## src/scrd_pkg.sv

```systemverilog
// Shared constants, lookup tables and carrier types for the strap clock ratio decoder
package scrd_pkg;

  // ----------------------------------------------------------------
  // Clock and timing
  // ----------------------------------------------------------------
  localparam int CLK_PERIOD_PS  = 5000;
  localparam int REF_DIV_DEF    = 64;   // Clock cycles per reference tick
  // Ratio 12 with core 9:2 needs 54 core pulses per tick; fewer cycles let credit overflow
  localparam int REF_DIV_MIN    = 56;   // Below this the core chain overruns
  localparam int MEM_MULT_DEF   = 4;    // Memory PLL multiplier, plain default
  localparam int CORE_DEN       = 2;    // Core ratios are given in halves
  localparam int PLAT_DEN       = 1;

  // ----------------------------------------------------------------
  // Register map (byte addresses)
  // ----------------------------------------------------------------
  localparam int        ADDR_W      = 4;
  localparam logic [3:0] OFS_STATUS = 4'h0;
  localparam logic [3:0] OFS_CTRL   = 4'h4;
  localparam logic [3:0] OFS_TICKS  = 4'h8;

  // Control fields and reset value
  localparam int         CTRL_RUN_BIT   = 0;
  localparam int         CTRL_CLR_BIT   = 1;
  localparam logic [1:0] CTRL_RESET_VAL = 2'h1;

  // Status fields
  localparam int ST_PLAT_LSB  = 0;
  localparam int ST_CORE_LSB  = 4;
  localparam int ST_ASYNC_BIT = 7;
  localparam int ST_BAD_BIT   = 8;
  localparam int ST_LATCH_BIT = 9;
  localparam int ST_RUN_BIT   = 10;
  localparam int ST_MULT_LSB  = 12;
  localparam int ST_NUM_LSB   = 16;

  // ----------------------------------------------------------------
  // Ratio tables: zero marks a reserved code
  // ----------------------------------------------------------------
  localparam logic [3:0] PLAT_MULT_LUT [16] = '{
    4'h0, 4'h0, 4'h0, 4'h3, 4'h4, 4'h5, 4'h6, 4'h0,
    4'h8, 4'h9, 4'hA, 4'h0, 4'hC, 4'h0, 4'h0, 4'h0};
  // Core to platform ratio in halves, indexed high, mid, low
  localparam logic [3:0] CORE_NUM_LUT [8] = '{
    4'h8, 4'h9, 4'h0, 4'h3, 4'h4, 4'h5, 4'h6, 4'h7};

  // ----------------------------------------------------------------
  // Carrier types
  // ----------------------------------------------------------------
  typedef struct packed {
    logic [3:0] plat_code;
    logic [2:0] core_code;
    logic       mem_async;
  } scrd_straps_t;

  typedef struct packed {
    logic [3:0] plat_mult;
    logic [3:0] core_num;
    logic       bad;
  } scrd_ratio_t;

endpackage

```

## src/scrd_rate_nco.sv

```systemverilog
// Credit based rate multiplier: emits num/den output ticks per input tick
`timescale 1ns/1ps
`default_nettype none
module scrd_rate_nco #(
  parameter int NUM_W  = 4,
  parameter int CRED_W = 8
) (
  // Clock and reset
  input  wire logic              ref_clk_in,
  input  wire logic              rst_n_in,
  // Control
  input  wire logic              enable_in,
  input  wire logic              in_tick_in,
  input  wire logic [NUM_W-1:0]  num_in,
  input  wire logic [NUM_W-1:0]  den_in,
  // Output
  output logic                   tick_out
);

  logic [CRED_W-1:0] credit_r;
  logic [CRED_W-1:0] sum;
  logic              fire;

  if (CRED_W <= NUM_W + 1)
  begin : g_chk
    $error("scrd_rate_nco: CRED_W too narrow");
  end

  // Add credit on each input tick; spend one denominator per output tick
  always_comb
  begin
    sum  = credit_r + (in_tick_in ? CRED_W'(num_in) : '0);
    fire = enable_in && (den_in != '0) && (sum >= CRED_W'(den_in));
  end

  // Credit is dropped while disabled so a restart begins clean
  always_ff @(posedge ref_clk_in or negedge rst_n_in)
  begin
    if (!rst_n_in)
    begin
      credit_r <= '0;
      tick_out <= 1'b0;
    end
    else if (!enable_in)
    begin
      credit_r <= '0;
      tick_out <= 1'b0;
    end
    else
    begin
      credit_r <= fire ? sum - CRED_W'(den_in) : sum;
      tick_out <= fire;
    end
  end

endmodule
`default_nettype wire

```

## src/scrd_strap_latch.sv

```systemverilog
// Strap capture and ratio decode, held until the next power-up reset
`timescale 1ns/1ps
`default_nettype none
module scrd_strap_latch (
  // Clock and reset
  input  wire logic                 ref_clk_in,
  input  wire logic                 rst_n_in,
  // Capture
  input  wire logic                 capture_in,
  input  wire scrd_pkg::scrd_straps_t pins_in,
  // Held values
  output scrd_pkg::scrd_straps_t    straps_out,
  output scrd_pkg::scrd_ratio_t     ratio_out,
  output logic                      latched_out
);

  scrd_pkg::scrd_ratio_t dec;

  // Table decode; a zero entry is a reserved code
  always_comb
  begin
    dec.plat_mult = scrd_pkg::PLAT_MULT_LUT[pins_in.plat_code];  // see see
    dec.core_num  = scrd_pkg::CORE_NUM_LUT[pins_in.core_code];   // see see
    dec.bad       = (dec.plat_mult == '0) || (dec.core_num == '0);
  end

  // One capture after reset release; later pin motion is ignored
  always_ff @(posedge ref_clk_in or negedge rst_n_in)
  begin
    if (!rst_n_in)
    begin
      straps_out  <= '0;
      ratio_out   <= '{plat_mult: 4'h0, core_num: 4'h0, bad: 1'b1};
      latched_out <= 1'b0;
    end
    else if (capture_in && !latched_out)
    begin
      straps_out  <= pins_in;
      ratio_out   <= dec;
      latched_out <= 1'b1;
    end
  end
endmodule
`default_nettype wire

```

## src/scrd_top.sv

```systemverilog
// Power-up strap ratio decoder driving platform, core and memory clock enables
//
// Function
// Platform clock equals reference clock times the four-bit strap ratio.
// Board must drive every platform strap; there is no default ratio.
// Codes 3..6 give ratios 3..6; codes 0..2 and 7 reserved.
// Codes 8,9,A,C give 8,9,10,12; B,D,E,F reserved.
// Core ratio comes from three straps ordered high, middle, low.
// Core codes 000=4:1, 001=9:2, 011=3:2; 010 reserved.
// Core codes 100=2:1, 101=5:2, 110=3:1, 111=7:2.
// Core clock runs as a slave of the platform clock.
// Memory complex runs synchronous or asynchronous to the platform.
// Synchronous mode clocks memory buses at half the platform rate.
// Memory data rate is platform rate in sync, PLL rate in async.
// Asynchronous mode derives memory clock from the memory reference input.
// Straps latch once after power-up reset and then never change.
// Any reserved code flags invalid and keeps the generator stopped.
//
// The register offsets and the plain strobed port were decided locally.
`timescale 1ns/1ps
`default_nettype none
module scrd_top #(
  parameter int REF_DIV  = scrd_pkg::REF_DIV_DEF,
  parameter int MEM_MULT = scrd_pkg::MEM_MULT_DEF
) (
  // Clock and reset
  input  wire logic                         ref_clk_in,
  input  wire logic                         rst_n_in,
  // Strap pins
  input  wire logic [3:0]                   platform_ratio_strap_in,
  input  wire logic                         core_ratio_strap_high_in,
  input  wire logic                         core_ratio_strap_mid_in,
  input  wire logic                         core_ratio_strap_low_in,
  input  wire logic                         mem_async_strap_in,
  // Memory reference clock, sampled as a level
  input  wire logic                         memory_reference_clock_in,
  // Register port
  input  wire logic [scrd_pkg::ADDR_W-1:0]  reg_addr_in,
  input  wire logic [31:0]                  reg_wdata_in,
  input  wire logic                         reg_wr_in,
  input  wire logic                         reg_rd_in,
  output logic      [31:0]                  reg_rdata_out,
  // Clock enables and status
  output logic                              system_reference_clock_en_out,
  output logic                              platform_bus_clock_en_out,
  output logic                              core_clock_en_out,
  output logic                              mem_data_clock_en_out,
  output logic                              mem_bus_clock_en_out,
  output logic                              ratio_invalid_out,
  output logic                              straps_latched_out
);

  // ----------------------------------------------------------------
  // Elaboration checks
  // ----------------------------------------------------------------
  if (REF_DIV < scrd_pkg::REF_DIV_MIN || REF_DIV > 255)
  begin : g_chk_div
    $error("scrd_top: REF_DIV out of range");
  end
  if (MEM_MULT < 1 || MEM_MULT > 15)
  begin : g_chk_mem
    $error("scrd_top: MEM_MULT out of range");
  end

  localparam logic [7:0] REF_LAST  = 8'(REF_DIV - 1);
  localparam logic [3:0] MEM_NUM   = 4'(MEM_MULT);
  localparam logic [3:0] PLAT_DEN4 = 4'(scrd_pkg::PLAT_DEN);
  localparam logic [3:0] CORE_DEN4 = 4'(scrd_pkg::CORE_DEN);

  // ----------------------------------------------------------------
  // Declarations
  // ----------------------------------------------------------------
  typedef enum logic [1:0] {
    S_LATCH,
    S_RUN,
    S_HOLD,
    S_FAULT
  } scrd_state_t;

  scrd_state_t            state_r;
  scrd_state_t            state_nxt;
  scrd_pkg::scrd_straps_t pins;
  scrd_pkg::scrd_straps_t straps;
  scrd_pkg::scrd_ratio_t  ratio;
  logic                   latched;
  logic                   running;
  logic [1:0]             ctrl_r;
  logic [7:0]             ref_cnt_r;
  logic                   ref_tick_r;
  logic                   plat_tick;
  logic                   core_tick;
  logic                   mem_ref_d_r;
  logic                   mem_ref_rise;
  logic                   mem_pll_tick;
  logic                   mem_data_sel;
  logic                   mem_phase_r;
  logic [31:0]            ticks_r;
  logic [31:0]            status;
  logic                   clr_req;

  // ----------------------------------------------------------------
  // Strap capture and decode
  // ----------------------------------------------------------------

  // Gather loose pins; core order is high, middle, low
  always_comb
  begin
    pins.plat_code = platform_ratio_strap_in;
    pins.core_code = {core_ratio_strap_high_in,
                      core_ratio_strap_mid_in,
                      core_ratio_strap_low_in};
    pins.mem_async = mem_async_strap_in;
  end

  scrd_strap_latch u_latch (
    .ref_clk_in  (ref_clk_in),
    .rst_n_in    (rst_n_in),
    .capture_in  (state_r == S_LATCH),
    .pins_in     (pins),
    .straps_out  (straps),
    .ratio_out   (ratio),
    .latched_out (latched)
  );

  // ----------------------------------------------------------------
  // Control state machine
  // ----------------------------------------------------------------

  // A bad ratio parks the machine for good; only power-up reset leaves it
  always_comb
  begin
    state_nxt = state_r;
    case (state_r)
      S_LATCH: state_nxt = S_HOLD;
      S_HOLD:
      begin
        if (ratio.bad)
          state_nxt = S_FAULT;
        else if (ctrl_r[scrd_pkg::CTRL_RUN_BIT])
          state_nxt = S_RUN;
      end
      S_RUN:
      begin
        if (!ctrl_r[scrd_pkg::CTRL_RUN_BIT])
          state_nxt = S_HOLD;
      end
      S_FAULT: state_nxt = S_FAULT;
      default: state_nxt = S_FAULT;
    endcase
  end

  // State register
  always_ff @(posedge ref_clk_in or negedge rst_n_in)
  begin
    if (!rst_n_in)
      state_r <= S_LATCH;
    else
      state_r <= state_nxt;
  end

  assign running = (state_r == S_RUN);

  // ----------------------------------------------------------------
  // Reference tick divider
  // ----------------------------------------------------------------

  // Models the reference clock as one enable every REF_DIV cycles
  always_ff @(posedge ref_clk_in or negedge rst_n_in)
  begin
    if (!rst_n_in)
    begin
      ref_cnt_r  <= '0;
      ref_tick_r <= 1'b0;
    end
    else
    begin
      ref_tick_r <= (ref_cnt_r == REF_LAST);
      ref_cnt_r  <= (ref_cnt_r == REF_LAST) ? '0 : ref_cnt_r + 8'h01;
    end
  end

  // ----------------------------------------------------------------
  // Platform and core rate multipliers
  // ----------------------------------------------------------------

  // Platform: ratio ticks per reference tick
  scrd_rate_nco u_plat (
    .ref_clk_in (ref_clk_in),
    .rst_n_in   (rst_n_in),
    .enable_in  (running),
    .in_tick_in (ref_tick_r),
    .num_in     (ratio.plat_mult),
    .den_in     (PLAT_DEN4),
    .tick_out   (plat_tick)
  );

  // Core: fed only by platform ticks so it tracks them exactly
  scrd_rate_nco u_core (
    .ref_clk_in (ref_clk_in),
    .rst_n_in   (rst_n_in),
    .enable_in  (running),
    .in_tick_in (plat_tick),
    .num_in     (ratio.core_num),
    .den_in     (CORE_DEN4),
    .tick_out   (core_tick)
  );

  // ----------------------------------------------------------------
  // Memory clocking
  // ----------------------------------------------------------------

  // Edge detect on the memory reference level; the input is synchronous
  always_ff @(posedge ref_clk_in or negedge rst_n_in)
  begin
    if (!rst_n_in)
      mem_ref_d_r <= 1'b0;
    else
      mem_ref_d_r <= memory_reference_clock_in;
  end

  assign mem_ref_rise = memory_reference_clock_in && !mem_ref_d_r;

  // Memory PLL only runs in asynchronous mode
  scrd_rate_nco u_mem (
    .ref_clk_in (ref_clk_in),
    .rst_n_in   (rst_n_in),
    .enable_in  (running && straps.mem_async),
    .in_tick_in (mem_ref_rise),
    .num_in     (MEM_NUM),
    .den_in     (PLAT_DEN4),
    .tick_out   (mem_pll_tick)
  );

  // Data rate follows platform in sync mode, PLL in async mode
  assign mem_data_sel = straps.mem_async ? mem_pll_tick : plat_tick; // see

  // Bus clock is every second data tick
  always_ff @(posedge ref_clk_in or negedge rst_n_in)
  begin
    if (!rst_n_in)
      mem_phase_r <= 1'b0;
    else if (!running)
      mem_phase_r <= 1'b0;
    else if (mem_data_sel)
      mem_phase_r <= !mem_phase_r;
  end

  // ----------------------------------------------------------------
  // Registered outputs
  // ----------------------------------------------------------------

  // Enables are registered so downstream gating sees clean pulses
  always_ff @(posedge ref_clk_in or negedge rst_n_in)
  begin
    if (!rst_n_in)
    begin
      system_reference_clock_en_out <= 1'b0;
      platform_bus_clock_en_out     <= 1'b0;
      core_clock_en_out             <= 1'b0;
      mem_data_clock_en_out         <= 1'b0;
      mem_bus_clock_en_out          <= 1'b0;
      ratio_invalid_out             <= 1'b0;
      straps_latched_out            <= 1'b0;
    end
    else
    begin
      system_reference_clock_en_out <= ref_tick_r;
      platform_bus_clock_en_out     <= plat_tick;
      core_clock_en_out             <= core_tick;
      mem_data_clock_en_out         <= mem_data_sel;
      mem_bus_clock_en_out          <= mem_data_sel && mem_phase_r;
      ratio_invalid_out             <= latched && ratio.bad;
      straps_latched_out            <= latched;
    end
  end

  // ----------------------------------------------------------------
  // Register port
  // ----------------------------------------------------------------

  assign clr_req = reg_wr_in && (reg_addr_in == scrd_pkg::OFS_CTRL) &&
                   reg_wdata_in[scrd_pkg::CTRL_CLR_BIT];

  // Control: run enable plus a self-clearing count clear
  always_ff @(posedge ref_clk_in or negedge rst_n_in)
  begin
    if (!rst_n_in)
      ctrl_r <= scrd_pkg::CTRL_RESET_VAL;
    else if (reg_wr_in && reg_addr_in == scrd_pkg::OFS_CTRL)
      ctrl_r <= {1'b0, reg_wdata_in[scrd_pkg::CTRL_RUN_BIT]};
  end

  // Platform tick count; a tick in the clear cycle counts as one
  always_ff @(posedge ref_clk_in or negedge rst_n_in)
  begin
    if (!rst_n_in)
      ticks_r <= '0;
    else if (clr_req)
      ticks_r <= {31'h0, plat_tick};
    else if (plat_tick)
      ticks_r <= ticks_r + 32'h1;
  end

  // Status word built from latched straps, decode and run state
  always_comb
  begin
    status = '0;
    status[scrd_pkg::ST_PLAT_LSB +: 4] = straps.plat_code;
    status[scrd_pkg::ST_CORE_LSB +: 3] = straps.core_code;
    status[scrd_pkg::ST_ASYNC_BIT]     = straps.mem_async;
    status[scrd_pkg::ST_BAD_BIT]       = latched && ratio.bad;
    status[scrd_pkg::ST_LATCH_BIT]     = latched;
    status[scrd_pkg::ST_RUN_BIT]       = running;
    status[scrd_pkg::ST_MULT_LSB +: 4] = ratio.plat_mult;
    status[scrd_pkg::ST_NUM_LSB +: 4]  = ratio.core_num;
  end

  // Read data one cycle after the strobe; unmapped reads return zero
  always_ff @(posedge ref_clk_in or negedge rst_n_in)
  begin
    if (!rst_n_in)
      reg_rdata_out <= '0;
    else if (reg_rd_in)
    begin
      case (reg_addr_in)
        scrd_pkg::OFS_STATUS: reg_rdata_out <= status;
        scrd_pkg::OFS_CTRL:   reg_rdata_out <= {30'h0, ctrl_r};
        scrd_pkg::OFS_TICKS:  reg_rdata_out <= ticks_r;
        default:              reg_rdata_out <= '0;
      endcase
    end
    else
      reg_rdata_out <= '0;
  end
endmodule
`default_nettype wire

```

## config.mk

```make
export PLATFORM = sky130hd
export DESIGN_NAME = scrd_top
export DESIGN_NICKNAME = d
export VERILOG_FILES = /design/src/scrd_pkg.sv /design/src/scrd_rate_nco.sv /design/src/scrd_strap_latch.sv /design/src/scrd_top.sv
export SDC_FILE = /design/constraint.sdc
export NUM_CORES = 1
export LEC_CHECK = 0
export BUFFER_PORTS_ARGS = -buffer_cell sky130_fd_sc_hd__buf_2
export CORE_MARGIN = 4
export CORE_UTILIZATION = 57
export CTS_CLUSTER_DIAMETER = 50
export DETAILED_ROUTE_END_ITERATION = 10
export MAX_ROUTING_LAYER = met4
export PLACE_DENSITY = 0.79
export SLEW_MARGIN = 5
export SYNTH_ARGS = -nofsm -noshare
export SYNTH_HDL_FRONTEND = slang
export SYNTH_SLANG_ARGS = --single-unit
export TNS_END_PERCENT = 5
```

## constraint.sdc

```tcl
create_clock -name ref_clk_in -period 3.8 [get_ports ref_clk_in]
set_input_delay 0.76 -clock ref_clk_in [delete_from_list [all_inputs] [get_ports ref_clk_in]]
set_output_delay 0.76 -clock ref_clk_in [all_outputs]
set_load 0.02 [all_outputs]
```

==> flow_summary.toml, run 1 <==
[clock_network]
cts_made_buffers = 17
cts_tree = "yes"
post-cts-setup-buffers = 0
cts_sinks = 128
htreeDepth = 4
clkTransAtPathRegs_ns = 0.06
clock_path_buffers = 2
hold_buffers = 0
postCtsResizedCells = 0
clk_latency_ns = 0.53
clock-root-buffer = "clkbuf_8"

[sta]
fmax_mhz = 331.7
timing.slew.headroom_pct = 33.67
rsz0062_at_grt = "no"
finalHoldViolations = 0
worstMarginPinSlew_ns = 0.9874
fin_crit_sh_pct = 79.34
clock-skew-final_ns = 0.006607
setup_viol = 0
drv_slew = 0
min_period_ns = 3.015
setup-tns-final_ns = 0

[final_layout]
num_antenna_cells = 0
final_nets = 740
layout-drive-gt1-share_pct = 17.23
fin_util_pct = 69.88
syn2layout_area_growth_pct = 17.85

[logic_synthesis]
syn_nets = 682
yosysWarnings = 0
yosysTopAreaCellShare_pct = 50.83
async_reset_ff_share_pct = 100.0
synth_cells = 614
synth_area_leader_cell = "dfrtp_1"
synth-seq-cells = 128
syn_area_per_cell_um2 = 10.10
synth_cell_types = 69
synth_edf_count = 0
synth-main-ff-cell = "dfrtp_1"
synth.area.top_cells = "dfrtp_1 51%, xor2_1 4.4%, nand2_1 4.2%"
syn_area_mm2 = 0.006203
yosysSeqAreaShare_pct = 51.67

[worst_setup_path]
required_ns = 4.22
crit_type = "flop to flop"
cp_cell_sequence = "and2_1, ha_1, fa_1, a211oi_1, nor3b_1, mux2i_1, a21boi_0, xor2_1, and2_2"
end_kind = "flop"
critical_path_arrival_ns = 3.44
cpMaxStageDelayCell = "dfrtp_1"
r2r_cells = 9
cpPeakStageDelay_ns = 0.54
path_delay_family = "adder cells"
cp_max_fo = 10
r2r_slack_ns = 0.78
worstReg2RegStart = "u_plat.tick_out$_DFF_PN0_"
path_buf_inv = 0
worstReg2RegEnd = "u_core.credit_r[6]$_DFF_PN0_"
critPathLaunchType = "flop"

[detailed_routing]
num_vias = 4797
ant_nets = 0
drtPass1Iterations = 5
viasPerCell = 5.843
finalWirelength_um = 13960
drt-initial-drc-count = 390
wire_per_inst_um = 17.00
drc_errors = 0

[floorplanning]
core.rowCount = 37
fp.coreArea_mm2 = 0.01046
start_util_pct = 59.29
die_h_um = 112.3
dieArea_mm2 = 0.01262
fp.dieW_um = 112.3
io_pins = 88

[run_status]
run_status = "finished clean"

[worst_hold_path]
min_path_type = "input port to asynchronous set/reset pin"

[grt]
antenna_found_initial = 0
overflow = 0
first_global_vias = 4819
grt_max_degree = 67
grtUsageTotal_pct = 24.03
grt_pass1_wl_um = 23610

[job]
max-cap-violations = 0

[pwr]
power.density_mw_per_mm2 = 494.8
p_total_uw = 3617
vdd_drop_max_mv = 0.3459
leakage_uw = 0.003386

[place]
numPortBuffers = 57
place_congestion = 0.8764
post-dp-hpwl_um = 9287
==> registers in the layout, indices dropped and copies added (netlist names), 2 cells and up <==
signal / count
ref_cnt_r: 8
reg_rdata_out: 32
state_r: 2
ticks_r: 32
u_core.credit_r: 8
u_latch.ratio_out: 9
u_latch.straps_out: 6
u_mem.credit_r: 8
u_plat.credit_r: 8
==> cells in the mapped netlist (all sizes together) (7+ instances only) <==
master,count
a211oi,8
a21oi,21
a22oi,15
and2,17
and3,23
clkbuf,19
dfrtp,126
ha,17
inv,8
nand2,70
nand3,29
nand4,11
nor2,70
nor3,17
o21ai,21
or3,7
xnor2,22
xor2,31
==> layout make-up <==
cell class | instances | area [um2]
multi-input cells | 455 | 2893
clock buffers | 19 | 441.7
clock inverters | 13 | 232.7
inverters | 8 | 30.03
well taps | 136 | 170.2
repair buffers | 62 | 337.8
flip-flops and latches | 128 | 3206
fillers | 765 | 3152
==> logic make-up after synthesis <==
| logic type | count (synthesis) | synth area share, % |
|---|---|---|
| AO/OA/AOI/OAI | 98 | 11.17 |
| XOR/XNOR | 53 | 7.483 |
| adder cells (fa/ha/maj) | 22 | 4.558 |
| buffers and inverters | 31 | 1.936 |
| flip-flops | 128 | 51.67 |
| multiplexers | 7 | 1.190 |
| AND/OR/NAND/NOR | 275 | 21.98 |
==> through the flow <==
stage / instance area (um2) / std cells / setup slack, ns / hold WS (ns)
2_1_floorplan: 6203 / 614 / 1.060 / 0.3312
3_3_place_gp: 6636 / 789 / 0.8889 / 0.3393
3_5_place_dp: 6636 / 789 / 0.8132 / 0.3419
4_1_cts: 7311 / 821 / 0.8093 / 0.3304
5_1_grt: 7311 / 821 / 0.5739 / 0.3269
6_report: 7311 / 821 / 0.7850 / 0.3276
==> placed cells by master (no fill, tap or decap), types with 5 or more instances in the layout <==
master,n
nor2b_1,5
or3_1,7
nor2_1,69
a21oi_1,20
inv_1,8
nand3_1,29
a22oi_1,15
and3_1,23
clkbuf_16,16
nand4_1,11
ha_1,17
bufinv_16,6
buf_4,5
dfrtp_1,126
xnor2_1,22
a211oi_1,7
and2_1,15
o21ai_0,21
buf_2,56
nand2_1,70
nor3_1,17
xor2_1,31
==> power by group <==
| group | internal [uW] | switching [uW] |
|---|---|---|
| Sequential | 1450 | 105 |
| Combinational | 85.3 | 125 |
| Clock | 1240 | 613 |
| Total | 2780 | 842 |
==> metal layers <==
| layer | global-route usage (%) | share of wire (%) |
|---|---|---|
| met1 | 30.60 | 44 |
| met2 | 38.50 | 49 |
| met3 | 5.714 | 5.2 |
| met4 | 7.292 | 1.8 |
| met5 | - | 0 |
==> worst reg2reg max path: stages (launching register included) <==
cell and delay (ns):
dfrtp_1 0.54, and2_1 0.23, ha_1 0.22, fa_1 0.44, a211oi_1 0.36, nor3b_1 0.10
mux2i_1 0.36, a21boi_0 0.23, xor2_1 0.21, and2_2 0.21
==> worst max path at each step <==
stage / to / from / slack [ns] / depth (start not counted)
after floorplan: u_mem.credit_r[5]$_DFF_PN0_ / memory_reference_clock_in / 1.06 / 10
after detailed placement: u_mem.credit_r[5]$_DFF_PN0_ / memory_reference_clock_in / 0.81 / 10
after CTS: u_core.credit_r[6]$_DFF_PN0_ / u_plat.tick_out$_DFF_PN0_ / 0.81 / 9
after global placement: u_mem.credit_r[5]$_DFF_PN0_ / memory_reference_clock_in / 0.89 / 10
final: u_core.credit_r[6]$_DFF_PN0_ / u_plat.tick_out$_DFF_PN0_ / 0.78 / 9
after global routing: u_core.credit_r[6]$_DFF_PN0_ / u_plat.tick_out$_DFF_PN0_ / 0.57 / 9
Note: power is estimated with default switching activity, not from simulation.
==> run 2, diff against run 1 <==
Settings changed: CORE_UTILIZATION 57 to 52, PLACE_DENSITY 0.79 to 0.76.
Clock period 3.8 ns to 2.7 ns, I/O delays scaled along.
==> flow_summary.toml, run 2 (synthesis gave the netlist of run 1 again) <==
[pwr]
leakage_uw = 0.003475
p_sw_share_pct = 23.93
power.density_mw_per_mm2 = 638.8
p_int_uw = 3702
vdd_drop_max_mv = 0.3078
p_clk_share_pct = 48.8
p_switching_uw = 1165
combPwrFrac_pct = 6.0
seqPwrFrac_pct = 45.2

[place]
post-dp-hpwl_um = 9564
placed_area_mm2 = 0.006773
place_congestion = 0.9113
numPortBuffers = 57

[sta]
drv_slew = 0
timing.slew.headroom_pct = 57.68
rsz0062_at_grt = "yes"
finalHoldViolations = 0
setup_viol = 1
setup_ws_ns = -0.04250
clock-skew-final_ns = 0.007765
min_period_ns = 2.743
fin_crit_sh_pct = 101.6
worstMarginPinSlew_ns = 0.6332
hold_slack_ns = 0.1104
fmax_mhz = 364.6

[worst_hold_path]
min_path_type = "input port to asynchronous set/reset pin"

[worst_setup_path]
critical_path_arrival_ns = 3.05
r2r_cells = 9
crit_type = "flop to flop"
required_ns = 3.01
cp-startpoint = "u_plat.tick_out$_DFF_PN0_"
cpMaxStageDelayCell = "or4_4"
end_kind = "flop"
r2r_slack_ns = -0.04
cpPeakStageDelay_ns = 0.53
worstReg2RegStart = "u_plat.tick_out$_DFF_PN0_"
cp_cell_sequence = "buf_6, and2_1, ha_4, or4_4, nor3b_4, a31oi_4, a211oi_2, a21oi_2, a32o_2"
critPathCapture = "u_core.credit_r[5]$_DFF_PN0_"
worstReg2RegEnd = "u_core.credit_r[5]$_DFF_PN0_"
critPathLaunchType = "flop"
cp_max_fo = 6

[detailed_routing]
finalWirelength_um = 14230
viasPerCell = 5.770
drc_errors = 0
wire_per_inst_um = 16.68
drt-initial-drc-count = 326
drtPass1Iterations = 4
ant_nets = 0
num_vias = 4922

[floorplanning]
fp.dieW_um = 117.2
io_pins = 88
start_util_pct = 53.64
core.rowCount = 39
dieArea_mm2 = 0.01374
fp.coreArea_mm2 = 0.01156
die_h_um = 117.2

[grt]
first_global_vias = 4826
grtUsageTotal_pct = 22.23
antenna_found_initial = 0
grt_max_degree = 65
overflow = 0
grt_pass1_wl_um = 22830

[clock_network]
cts_sinks = 128
htreeDepth = 4
clk_latency_ns = 0.42
cts_made_buffers = 17
cts_tree = "yes"
clock-root-buffer = "clkbuf_16"
clock_path_buffers = 2
clkTransAtPathRegs_ns = 0.06
hold_buffers = 0

[final_layout]
top_regs = "reg_rdata_out x32, ticks_r x32, u_latch.ratio_out x9"
syn2layout_area_growth_pct = 22.83
layout_commonest_cell = "dfrtp_1"
regArea_mm2 = 0.003206
final_cell_area_mm2 = 0.007620
num_antenna_cells = 0
fillCellCount = 878
multiInputGateArea_mm2 = 0.003053
final_nets = 765
layout_common_cells = "126 x dfrtp_1, 69 x nand2_1, 68 x nor2_1, 56 x buf_2, 30 x xor2_1"
layout-drive-gt1-share_pct = 23.24

[job]
max-cap-violations = 0

[run_status]
violations = "negative setup slack"
run_status = "finished with violations"
-- run 2: how the worst min path moves through the flow --
stage,startpoint,endpoint,slack [ns],cells past startpoint
finish,rst_n_in,core_clock_en_out$_DFF_PN0_,0.11,1
detailed placement,u_core.tick_out$_DFF_PN0_,core_clock_en_out$_DFF_PN0_,0.34,0
CTS,rst_n_in,core_clock_en_out$_DFF_PN0_,0.12,1
global placement,u_core.tick_out$_DFF_PN0_,core_clock_en_out$_DFF_PN0_,0.34,0
global route,rst_n_in,u_core.credit_r[5]$_DFF_PN0_,0.15,1
floorplan,rst_n_in,core_clock_en_out$_DFF_PN0_,0.24,0
-- run 2: what timing repair did --
action                                  4_1_cts  5_1_grt
endpoints found under the setup margin        9       16
pin swaps                                     3       15
resized for setup                             6       26
setup buffers                                 2        6
-- run 2: power by group through the flow --
stage,clock (uW),sequential (uW),combinational [uW]
6_report,2380,2200,293
5_1_grt,2510,2210,339
3_3_place_gp,0,2220,281
2_1_floorplan,0,2190,181
4_1_cts,2410,2190,296
3_5_place_dp,0,2220,293
-- run 2: worst max-delay path, delay by kind of cell (launching register included) --
family	cells	cell delay (ns)
AO/OA/AOI/OAI	4	0.96
adder cells (fa/ha/maj)	1	0.18
buffers and inverters	1	0.14
flip-flops	1	0.43
AND/OR/NAND/NOR	3	0.92
-- run 2: per-stage QoR --
stage | instances | setup WS (ns) | util (%) | setup TNS [ns] | power, uW
6_report | 853 | -0.04250 | 65.89 | -0.04250 | 4867
5_1_grt | 853 | -0.1191 | 65.89 | -0.6534 | 5065
3_3_place_gp | 813 | 0.04687 | 58.56 | 0 | 2497
3_5_place_dp | 813 | -0.09220 | 58.56 | -0.4010 | 2516
4_1_cts | 847 | -0.009611 | 64.38 | -0.009611 | 4894
2_1_floorplan | 614 | 0.09443 | - | 0 | 2369
-- run 2: layer usage --
metal  up-vias  track usage, %  part of all wire (%)
met5         -               -                     0
met4         0           10.55                   2.6
met3        32           4.216                   4.2
met2       131           35.07                    48
met1      2427           27.68                    45
li1       2332               -                     -
-- run 2: cell type report --
type	count	area share, %
clock inverter	11	2.003
clock buffer	21	6.174
multi-input combinational	455	40.07
inverter	8	0.3941
tap	143	2.348
sequential	128	42.07
timing repair buffer	87	6.946
==> run 3, diff against run 2 <==
Settings changed: CORE_UTILIZATION 52 to 53, PLACE_DENSITY 0.76 to 0.77, SYNTH_HIERARCHICAL from default to 1.
==> flow_summary.toml, run 3 <==
[run_status]
run_status = "finished with violations"
violations = "negative setup slack"

[worst_hold_path]
min_from = "memory_reference_clock_in"
min_path_type = "input port to flop"

[detailed_routing]
wl_met1_um = 7105
num_vias = 5796
wl_met3_um = 753
viasPerCell = 5.710
wl_met2_um = 8157
highest_layer = "met4"
wire_per_inst_um = 16.18
drtPass1Iterations = 7
ant_nets = 0
drt-initial-drc-count = 493
drc_errors = 0
finalWirelength_um = 16430

[floorplanning]
fp.dieW_um = 124.1
io_pins = 88
start_util_pct = 53.95
fp.coreArea_mm2 = 0.01324
die_h_um = 124.1
dieArea_mm2 = 0.01540
core.rowCount = 42

[worst_setup_path]
critPathLaunchType = "flop"
cp-startpoint = "u_latch/ratio_out[5]$_DFFE_PN0P_"
cp_cell_sequence = "and2_4, ha_2, fa_2, inv_1, fa_1, nor2b_1, o21ai_2, o2111ai_2, a211oi_4, o311ai_1, o41ai_2"
required_ns = 2.99
cpMaxStageDelayCell = "fa_2"
path_buf_inv = 1
end_kind = "flop"
cpPeakStageDelay_ns = 0.54
worstReg2RegStart = "u_latch/ratio_out[5]$_DFFE_PN0P_"
cp_max_fo = 5
crit_type = "flop to flop"
critical_path_arrival_ns = 3.15
path_delay_family = "adder cells"

[sta]
fmax_mhz = 349.4
fin_crit_sh_pct = 106.0
setup_viol = 16
setup_ws_ns = -0.1623
finalHoldViolations = 0
rsz0062_at_grt = "yes"
setup-tns-final_ns = -1.283
timing.slew.headroom_pct = 51.01
worstMarginPinSlew_ns = 0.7327
drv_slew = 0
clock-skew-final_ns = 0.007965
min_period_ns = 2.862

[place]
place_congestion = 0.8294
numPortBuffers = 57
place_ws_ns = -0.4329
post-dp-hpwl_um = 11070

[clock_network]
clock-root-buffer = "clkbuf_16"
clkTransAtPathRegs_ns = 0.06
cts_made_buffers = 17
cts_tree = "yes"
htreeDepth = 4
clk_latency_ns = 0.42
clock_path_buffers = 2
cts_sinks = 128

[final_layout]
layout_common_cells = "126 x dfrtp_1, 72 x nand2_1, 56 x buf_2, 49 x nor2_1, 41 x buf_4"
multiInputGateArea_mm2 = 0.004041
layout_commonest_cell = "dfrtp_1"
fillCellCount = 981
num_antenna_cells = 0
syn2layout_area_growth_pct = 23.99
regArea_mm2 = 0.003206
layout-drive-gt1-share_pct = 24.31
top_regs = "reg_rdata_out x32, ticks_r x32"
final_nets = 907

[logic_synthesis]
synth-main-ff-cell = "dfrtp_1"
synth_cell_types = 64
synth_area_leader_cell = "dfrtp_1"
synth.most_common_cell = "dfrtp_1"
syn_area_mm2 = 0.007144
synth_cells = 703
syn_area_per_cell_um2 = 10.16
synth.area.top_cells = "dfrtp_1 44%, ha_1 4.6%, nand2_1 3.8%"
async_reset_ff_share_pct = 100.0
synth_edf_count = 0
yosysTopAreaCellShare_pct = 44.13
yosysWarnings = 6
yosysSeqAreaShare_pct = 44.87
ys_top_cells_by_count = "126 x dfrtp_1, 72 x nand2_1, 49 x nor2_1, 28 x and3_1"
synth-seq-cells = 128

[grt]
grt_pass1_wl_um = 26920
antenna_found_initial = 0
grt_max_degree = 72
first_global_vias = 5798
overflow = 0
grtUsageTotal_pct = 22.90

[pwr]
power.density_mw_per_mm2 = 588.0
leakage_uw = 0.004145
vdd_drop_max_mv = 0.3992

[job]
max-cap-violations = 0
-- run 3: cell types whose count changed after synthesis, sizes merged, moves of 9 or more --
| cell | change |
|---|---|
| clkbuf | -9 |
| o21a | +9 |
| buf | +12 |
| nor2 | -18 |
| or4 | +10 |
| ha | +9 |
| xor2 | -9 |
| xnor2 | -11 |
| mux2i | +18 |
| nor2b | +10 |
| o21ai | +10 |
| inv | +15 |
| nor3 | -10 |
-- run 3: cell type report --
type / count / area share (%)
inverter: 23 / 0.9746
timing repair buffer: 101 / 7.331
sequential: 128 / 36.19
clock inverter: 10 / 2.048
clock buffer: 22 / 5.353
tap: 176 / 2.486
multi-input combinational: 555 / 45.62
-- run 3: power by group --
group | switching, uW | internal [uW] | total [uW]
sequential | 166 | 2040 | 2210
clock | 851 | 1710 | 2560
combinational | 251 | 189 | 440
-- run 3: through the flow --
stage	cells	total power, uW	instance area, um2	utilization [%]	hold slack, ns
3_5_place_dp	976	2648	7926	59.85	0.3379
5_1_grt	1015	5391	8859	66.89	0.2384
6_report	1015	5209	8859	66.89	0.2480
4_1_cts	1015	5223	8746	66.04	0.2176
3_3_place_gp	976	2613	7926	59.85	0.3342
2_1_floorplan	732	2468	7282	-	0.2444
-- run 3: worst reg2reg max path: stages (launching register included) --
cell and delay (ns):
dfrtp_1 0.40, and2_4 0.16, ha_2 0.18, fa_2 0.54
inv_1 0.06, fa_1 0.41, nor2b_1 0.16, o21ai_2 0.09
o2111ai_2 0.13, a211oi_4 0.10, o311ai_1 0.37, o41ai_2 0.13
-- run 3: timing repair --
| item | CTS | global route |
|---|---|---|
| endpoints found under the setup margin | 25 | 26 |
| hold buffers | 1 | 0 |
| resized for setup | 27 | 19 |
| pin swaps | 16 | 11 |
| endpoints found under the hold margin | 12 | 0 |
| setup buffers | 6 | 0 |
-- run 3: path summary, 6_finish.rpt --
kind                                                     end  slack, ns  cells past startpoint
min in group asynchronous       u_core/credit_r[4]$_DFF_PN0_       0.52                      2
worst min-delay path                   mem_ref_d_r$_DFF_PN0_       0.25                      1
max in group asynchronous              ctrl_r[0]$_DFFE_PN1P_       1.49                      3
worst max-delay path            u_plat/credit_r[6]$_DFF_PN0_      -0.16                     11
worst max register to register  u_plat/credit_r[6]$_DFF_PN0_      -0.16                     11
worst min register to register   core_clock_en_out$_DFF_PN0_       0.35                      0
-- run 3: kinds of logic after synthesis --
group           count (synthesis)  share of synthesized area [%]
compound gates                141                          14.62
xor+xnor                       33                          4.045
fa+ha+maj                      35                          6.708
buf+inv                        49                          3.625
flops                         128                          44.87
mux                            24                          3.398
other cells                     2                         0.1051
simple gates                  291                          22.63
-- run 3: per-layer routing --
metal	vias up	GRT usage [%]
li1	2744	-
met1	2869	27.65
met2	146	36.72
met3	37	5.450
met4	0	10.20
met5	-	-
